**src/design/trr_pkg.sv**
```systemverilog
package trr_pkg;

  // ---------------------------------------------------------------
  // Register map
  // ---------------------------------------------------------------
  localparam int                     NUM_CH        = 3;
  localparam logic [7:0]             ADDR_FRACTION = 8'h77;
  localparam logic [7:0]             ADDR_CONFIG5  = 8'h7C;
  // Channel order: remote one, local, remote two.
  localparam logic [2:0][7:0]        ADDR_VALUE    = {8'h27, 8'h26, 8'h25};
  localparam logic [2:0][7:0]        ADDR_LOW      = {8'h52, 8'h50, 8'h4E};
  localparam logic [2:0][7:0]        ADDR_HIGH     = {8'h53, 8'h51, 8'h4F};
  localparam logic [2:0][7:0]        ADDR_OFFSET   = {8'h72, 8'h71, 8'h70};

  // ---------------------------------------------------------------
  // Reset values and fields
  // ---------------------------------------------------------------
  localparam logic [7:0]             RST_LOW       = 8'h01;
  localparam logic [7:0]             RST_HIGH      = 8'h7F;
  localparam logic [7:0]             RST_OFFSET    = 8'h00;
  localparam logic [9:0]             RST_VALUE     = 10'h000;
  localparam logic                   RST_COMPAT    = 1'b0;
  localparam int                     CFG5_COMPAT   = 1;
  localparam int                     FRAC_LSB      = 2;
  localparam int                     FRAC_STRIDE   = 2;

  // ---------------------------------------------------------------
  // Encodings, in quarter degrees; COMPAT_FLOOR in whole degrees
  // ---------------------------------------------------------------
  localparam logic signed [11:0]     BIAS_Q        = 12'sh100;
  localparam logic signed [11:0]     MIN_NORMAL_Q  = -12'sh200;
  localparam logic signed [11:0]     MAX_NORMAL_Q  = 12'sh1FF;
  localparam logic signed [11:0]     MIN_COMPAT_Q  = -12'sh100;
  localparam logic signed [11:0]     MAX_EXT_Q     = 12'sh2FF;
  localparam logic [9:0]             FAULT_TWOS    = 10'h200;
  localparam logic [9:0]             FAULT_EXT     = 10'h000;
  localparam logic [7:0]             COMPAT_FLOOR  = 8'hC1;

  // ---------------------------------------------------------------
  // Carriers
  // ---------------------------------------------------------------
  typedef struct packed {
    logic       valid;
    logic [1:0] chan;
    logic       fault;
    logic [9:0] code;
  } trr_meas_t;

  typedef struct packed {
    logic       rd;
    logic       wr;
    logic [7:0] addr;
    logic [7:0] wdata;
  } trr_bus_req_t;

endpackage : trr_pkg

```
**src/design/trr_result_regs.sv**
```systemverilog
`timescale 1ns/1ps
`default_nettype none

// What this block does
// - Add signed channel offset to every non-fault result.
// - Offset LSB weighs half a degree.
// - Offsets at 0x70-0x72, reset to zero.
// - Value MSBs readable at 0x25-0x27.
// - Fraction register 0x77 packs two-bit remainders.
// - Normal range: ten-bit two's complement quarters.
// - Extended range: offset-64 binary code.
// - Compat bit stores two's complement, -64..127.
// - Compat mode computes biased, then clamps.
// - Compat limits below -63 clamp to -63.
// - Fault code depends on encoding mode.
// - Limit registers with 0x01/0x7F resets.
// - Limit violation sets status and alert.
// - Byte value reads have no ordering.
// - Fraction read freezes values until read.
// - High is greater-than, low is less-or-equal.
// - Status follows each channel's last comparison.
module trr_result_regs (
  // Clock and reset
  input  wire logic                  sys_clk,
  input  wire logic                  sys_rst,
  // Register port
  input  wire trr_pkg::trr_bus_req_t bus_req,
  output logic [7:0]                 rd_data,
  output logic                       rd_valid,
  // Measurement results, biased extended code
  input  wire trr_pkg::trr_meas_t    meas,
  // Range select pin
  input  wire logic                  range_ext_pin,
  // Status
  output logic [2:0]                 limit_status,
  output logic                       temp_alert,
  output logic                       frozen
);

  localparam int N = trr_pkg::NUM_CH;

  // ---------------------------------------------------------------
  // Encoding helpers
  // ---------------------------------------------------------------
  function automatic logic [9:0] encode(input logic signed [11:0] q,
                                        input logic compat,
                                        input logic ext);
    logic signed [11:0] lo;
    logic signed [11:0] hi;
    logic signed [11:0] c;
    lo = compat ? trr_pkg::MIN_COMPAT_Q
       : (ext ? trr_pkg::MIN_COMPAT_Q : trr_pkg::MIN_NORMAL_Q);
    hi = (!compat && ext) ? trr_pkg::MAX_EXT_Q : trr_pkg::MAX_NORMAL_Q;
    c  = (q < lo) ? lo : ((q > hi) ? hi : q);
    if (!compat && ext) begin
      encode = 10'(c + trr_pkg::BIAS_Q);
    end else begin
      encode = c[9:0];
    end
  endfunction : encode

  function automatic logic signed [11:0] decode(input logic [9:0] code,
                                                input logic compat,
                                                input logic ext);
    if (!compat && ext) begin
      decode = $signed({2'b00, code}) - trr_pkg::BIAS_Q;
    end else begin
      decode = {{2{code[9]}}, code};
    end
  endfunction : decode

  // ---------------------------------------------------------------
  // Range pin synchroniser and compatibility bit
  // ---------------------------------------------------------------
  logic range_meta;
  logic range_ext;
  logic cfg_compat;

  always_ff @(posedge sys_clk) begin
    if (sys_rst) begin
      range_meta <= 1'b0;
      range_ext  <= 1'b0;
    end else begin
      range_meta <= range_ext_pin;
      range_ext  <= range_meta;
    end
  end

  always_ff @(posedge sys_clk) begin
    if (sys_rst) begin
      cfg_compat <= trr_pkg::RST_COMPAT;
    end else if (bus_req.wr && bus_req.addr == trr_pkg::ADDR_CONFIG5) begin
      cfg_compat <= bus_req.wdata[trr_pkg::CFG5_COMPAT];
    end
  end

  // ---------------------------------------------------------------
  // Per-channel registers
  // ---------------------------------------------------------------
  logic [7:0] low_limit  [N];
  logic [7:0] high_limit [N];
  logic [7:0] offset_reg [N];
  logic [9:0] live_value [N];
  logic [9:0] shown      [N];
  logic [N-1:0] value_hit;
  logic       freeze_req;
  logic [7:0] wr_limit;

  assign freeze_req = bus_req.rd && bus_req.addr == trr_pkg::ADDR_FRACTION;

  // Writes below the floor are pulled up only while compat is set.
  assign wr_limit = (cfg_compat &&
                     $signed(bus_req.wdata) <
                     $signed(trr_pkg::COMPAT_FLOOR))
                  ? trr_pkg::COMPAT_FLOOR : bus_req.wdata;

  logic signed [11:0] adj_q;
  logic [9:0]         next_code;

  // The raw code is always biased extended; one adder serves all modes.
  assign adj_q = ($signed({2'b00, meas.code}) - trr_pkg::BIAS_Q)
               + $signed({{3{offset_reg[meas.chan][7]}},
                          offset_reg[meas.chan], 1'b0});

  always_comb begin
    if (meas.fault) begin
      next_code = (!cfg_compat && range_ext)
                ? trr_pkg::FAULT_EXT : trr_pkg::FAULT_TWOS;
    end else begin
      next_code = encode(adj_q, cfg_compat,
                         range_ext);
    end
  end

  genvar g;
  generate
    for (g = 0; g < N; g++) begin : gen_ch
      assign value_hit[g] = bus_req.rd &&
                            bus_req.addr == trr_pkg::ADDR_VALUE[g];

      always_ff @(posedge sys_clk) begin
        if (sys_rst) begin
          low_limit[g]  <= trr_pkg::RST_LOW;
          high_limit[g] <= trr_pkg::RST_HIGH;
          offset_reg[g] <= trr_pkg::RST_OFFSET;
        end else if (bus_req.wr) begin
          if (bus_req.addr == trr_pkg::ADDR_LOW[g]) begin
            low_limit[g] <= wr_limit;
          end
          if (bus_req.addr == trr_pkg::ADDR_HIGH[g]) begin
            high_limit[g] <= wr_limit;
          end
          if (bus_req.addr == trr_pkg::ADDR_OFFSET[g]) begin
            offset_reg[g] <= bus_req.wdata;
          end
        end
      end

      always_ff @(posedge sys_clk) begin
        if (sys_rst) begin
          live_value[g] <= trr_pkg::RST_VALUE;
        end else if (meas.valid && meas.chan == 2'(g)) begin
          live_value[g] <= next_code;
        end
      end

      // Results keep landing in live_value while frozen, so nothing is
      // lost; only the copy software sees is held.
      always_ff @(posedge sys_clk) begin
        if (sys_rst) begin
          shown[g] <= trr_pkg::RST_VALUE;
        end else if (!frozen && !freeze_req) begin
          shown[g] <= live_value[g];
        end
      end
    end
  endgenerate

  // ---------------------------------------------------------------
  // Freeze control
  // ---------------------------------------------------------------
  logic [N-1:0] pending;
  logic [N-1:0] next_pending;

  assign next_pending = pending & ~value_hit;

  always_ff @(posedge sys_clk) begin
    if (sys_rst) begin
      frozen  <= 1'b0;
      pending <= '0;
    end else if (freeze_req) begin
      frozen  <= 1'b1;
      pending <= '1;
    end else if (frozen) begin
      pending <= next_pending;
      frozen  <= |next_pending;
    end
  end

  // ---------------------------------------------------------------
  // Limit comparison and status
  // ---------------------------------------------------------------
  logic signed [11:0] res_q;
  logic signed [11:0] hi_q;
  logic signed [11:0] lo_q;
  logic               out_of_limit;

  always_comb begin
    res_q = decode(next_code, cfg_compat, range_ext);
    hi_q  = decode({high_limit[meas.chan], 2'b00}, cfg_compat, range_ext);
    lo_q  = decode({low_limit[meas.chan], 2'b00}, cfg_compat, range_ext);
    out_of_limit = (res_q > hi_q) || (res_q <= lo_q);
  end

  always_ff @(posedge sys_clk) begin
    if (sys_rst) begin
      limit_status <= '0;
    end else if (meas.valid && meas.chan < 2'(N)) begin
      limit_status[meas.chan] <= out_of_limit;
    end
  end

  // The alert trails the status by one clock.
  always_ff @(posedge sys_clk) begin
    if (sys_rst) begin
      temp_alert <= 1'b0;
    end else begin
      temp_alert <= |limit_status;
    end
  end

  // ---------------------------------------------------------------
  // Read port
  // ---------------------------------------------------------------
  logic [7:0] next_rd_data;

  always_comb begin
    next_rd_data = 8'h00;
    if (bus_req.addr == trr_pkg::ADDR_FRACTION) begin
      for (int i = 0; i < N; i++) begin
        next_rd_data[trr_pkg::FRAC_LSB + trr_pkg::FRAC_STRIDE*i +: 2] =
          shown[i][1:0];
      end
    end
    if (bus_req.addr == trr_pkg::ADDR_CONFIG5) begin
      next_rd_data[trr_pkg::CFG5_COMPAT] = cfg_compat;
    end
    for (int i = 0; i < N; i++) begin
      if (bus_req.addr == trr_pkg::ADDR_VALUE[i]) begin
        next_rd_data = shown[i][9:2];
      end
      if (bus_req.addr == trr_pkg::ADDR_LOW[i]) begin
        next_rd_data = low_limit[i];
      end
      if (bus_req.addr == trr_pkg::ADDR_HIGH[i]) begin
        next_rd_data = high_limit[i];
      end
      if (bus_req.addr == trr_pkg::ADDR_OFFSET[i]) begin
        next_rd_data = offset_reg[i];
      end
    end
  end

  always_ff @(posedge sys_clk) begin
    if (sys_rst) begin
      rd_data  <= 8'h00;
      rd_valid <= 1'b0;
    end else begin
      rd_valid <= bus_req.rd;
      if (bus_req.rd) begin
        rd_data <= next_rd_data;
      end
    end
  end
endmodule : trr_result_regs

`default_nettype wire

```
**config.mk**
```make
export PLATFORM = sky130hd
export DESIGN_NAME = trr_result_regs
export DESIGN_NICKNAME = d
export VERILOG_FILES = /design/src/design/trr_pkg.sv /design/src/design/trr_result_regs.sv
export SDC_FILE = /design/constraint.sdc
export NUM_CORES = 1
export LEC_CHECK = 0
export BUFFER_PORTS_ARGS = -buffer_cell sky130_fd_sc_hd__buf_2
export CORE_ASPECT_RATIO = 0.9
export CORE_UTILIZATION = 40
export CTS_CLUSTER_DIAMETER = 50
export CTS_CLUSTER_SIZE = 10
export DETAILED_ROUTE_END_ITERATION = 10
export PLACE_DENSITY = 0.59
export SETUP_SLACK_MARGIN = 0.02
export SLEW_MARGIN = 20
export SYNTH_ARGS = -nofsm -noshare
export SYNTH_HDL_FRONTEND = slang
export SYNTH_SLANG_ARGS = --single-unit
```
**constraint.sdc**
```tcl
create_clock -name sys_clk -period 7.79 [get_ports sys_clk]
set_input_delay 1.1685 -clock sys_clk [delete_from_list [all_inputs] [get_ports sys_clk]]
set_output_delay 1.1685 -clock sys_clk [all_outputs]
set_load 0.005 [all_outputs]
```
==> results.md <==
- Pin count of the biggest net entering global routing: 37
- Clock skew: 7.67 ps
- H-tree lvl count: 4
- Crit path launch type: primary input
- PnR Total Power: 2.12 mW
- Via-to-Cell Ratio: 5.87
- Number of setup buffers added after CTS: 0
- Reg area: 0.00436 sq mm
- Critical-path cell with the highest stage delay: a2111oi_0
- Unique cell type count in the Yosys netlist: 69
- Root buffer cell: clkbuf_16
- Mapped Area: 0.00839 sq mm
- CTS clk-pin slew, worst paths: 60 ps
- Setup TNS Final: 0 ps
- Post-synthesis cell count: 816
- Synth top cells by count: 132 x edfxtp_1, 111 x nor2_1, 71 x nand2_1
- CTS sink cnt: 152
- Layout cells sized above 1: 0.122
- Final nets: 920
- Worst vdd ir: 0.125 mV
- Peak per-stage delay on the critical path: 520 ps
- Crit-path max FO: 9
- Synth-to-Final Area Change: 12.9%
- # DRC: 0
- Post-synthesis sequential area ratio: 0.520
- Worst slew pin tran: 1050 ps
- Syn_area_per_cell: 10.3 sq um
- Leading area contributor after synthesis: edfxtp_1
- Status: completed
- Max Buffers Root-to-Sink: 2
- DIE HEIGHT: 139 microns
- Clk Latency, worst-skew pair: 430 ps
- RD Place Congestion: 0.942
- Most frequent cell after synthesis: edfxtp_1
- Fmax: 0.142 GHz
- Syn. warnings: 0
- Die area: 0.0216 sq mm
- Initial antenna violation count: 2
- HP Class: reg -> reg
- Clock buffer count from CTS: 17
- First-pass GRT wire length: 38600 microns
- Antenna-violating nets left: 0
- Placeable core area: 0.0203 sq mm
- Max-slew headroom: 0.289
- Die X: 155 microns
- Number of flops mapped to enable cells by yosys: 132
- Number of synthesized register bits: 152
- DR iter-0 viols: 878
- WP data arrival: 7350 ps
- DRT Wirelength: 25900 microns
- Final hold vios: 0
- Max cap viols: 0
- Fill count: 1912
- Vias: 6723
- Global Route Usage Sum: 0.248
- Tcrit/Tclk final: 0.906
- Initial Utilization: 0.413
- Hold buffer count at cts: 0
- Syn_nets: 885
- Top_reg_cell synth: edfxtp_1
- Crit path top cell by count: ha_1
- Multi-input gate area: 0.00378 sq mm
- CTS resizes: 0
- Minimum clock period: 7060 ps
- # IOs: 49
- Synth top area share: 0.472
- RSZ-0062 raised after global routing: no
- DP Wirelength: 19400 microns
- CTS tree: built
- Main area contributors after synthesis: edfxtp_1 47%, nor2_1 5.0%, ha_1 4.9%, dfxtp_1 4.8%, mux2i_1 3.6%
- Crit path kind: in -> reg
- Critical path endpoint category: flip-flop
- DRT Pass-1 Iters: 6
- Row count: 49
- Regs by FF count: live_value: 30 flops, shown: 30 flops
- Final setup viols: 0
- Crit path required time: 8080 ps
- Vias in the first global route: 6206
- Port bufs: 48
- Leakage: 3.73 nW
- Slew Viols, Final: 0
- Overflow after GRT: 0
- Pwr Density: 223 mW/mm^2
- Asr flop ratio synth: 0
- Avg WL per Cell: 22.6 microns
-- power by group --
group          total (mW)  leakage (nW)  internal (mW)  switching, mW
clock network       0.788         0.269          0.439          0.349
registers           0.957          1.53          0.927         0.0296
logic               0.372          1.94          0.136          0.236
total                2.12          3.73           1.50          0.614
-- routing by layer --
layer / vias to the layer above / share of wire / track usage
met5: - / 0 / 0
met4: 0 / 0.027 / 0.0797
met3: 52 / 0.11 / 0.0744
met2: 357 / 0.43 / 0.360
met1: 3210 / 0.43 / 0.351
li1: 3104 / - / -
-- layout by cell type, fill, tap and decap left out, types with 9 or more instances in the layout --
| cell type | netlist | final |
|---|---|---|
| a21o_1 | 17 | 17 |
| nor2b_1 | 10 | 9 |
| nand3_1 | 22 | 22 |
| buf_4 | 1 | 9 |
| edfxtp_1 | 132 | 132 |
| nand2_1 | 71 | 71 |
| a21oi_1 | 44 | 44 |
| o21ai_0 | 29 | 29 |
| dfxtp_1 | 20 | 20 |
| and2_1 | 35 | 35 |
| clkbuf_16 | 0 | 17 |
| ha_1 | 33 | 33 |
| inv_1 | 31 | 31 |
| nor3_1 | 16 | 14 |
| buf_2 | 2 | 48 |
| a31oi_1 | 10 | 10 |
| nor2_1 | 111 | 111 |
| and3_1 | 30 | 30 |
| a22oi_1 | 13 | 13 |
| mux2i_1 | 30 | 30 |
-- area by class of cell --
class | count | share of cell area
flip-flops and latches | 152 | 0.461
inverters | 31 | 0.0123
diodes | 2 | 0.000528
clock inverters | 15 | 0.0132
multi-input cells | 592 | 0.399
clock buffers | 17 | 0.0449
repair buffers | 57 | 0.0325
well taps | 280 | 0.0370
-- through the flow --
stage,cells,utilization,area (sq um),setup slack (ps),hold WS [ps]
floorplan,816,-,8390,423,414
global placement,1112,0.439,8910,557,435
detailed placement,1112,0.439,8910,346,434
CTS,1144,0.466,9460,785,450
global route,1144,0.466,9470,108,470
finish,1146,0.467,9470,730,442
-- critical path, delay by kind of cell --
| kind | cells | cell delay, ps |
|---|---|---|
| simple gates | 8 | 1640 |
| compound gates | 10 | 2120 |
| fa+ha+maj | 4 | 1150 |
| xor+xnor | 2 | 530 |
| buf+inv | 1 | 260 |
| mux | 2 | 460 |
-- path summary, 6_finish.rpt --
path	startpoint	cells past startpoint	slack [ps]	to
min	range_meta	1	440	range_ext
max	meas[11]	27	730	limit_status[1]
max reg2reg	offset_reg[0][3]	26	1290	limit_status[1]
min reg2reg	range_meta	1	440	range_ext
-- logic make-up (layout without fill, tap and decap cells) --
kind of cell / count (synthesis) / after routing / share of synthesized area
compound gates: 190 / 190 / 0.157
mux: 32 / 32 / 0.0412
flops: 152 / 152 / 0.520
simple gates: 326 / 326 / 0.186
other cells: 0 / 2 / 0
xor+xnor: 10 / 10 / 0.0113
fa+ha+maj: 34 / 34 / 0.0516
buf+inv: 72 / 120 / 0.0330
Power figures use the tool's default switching activity.
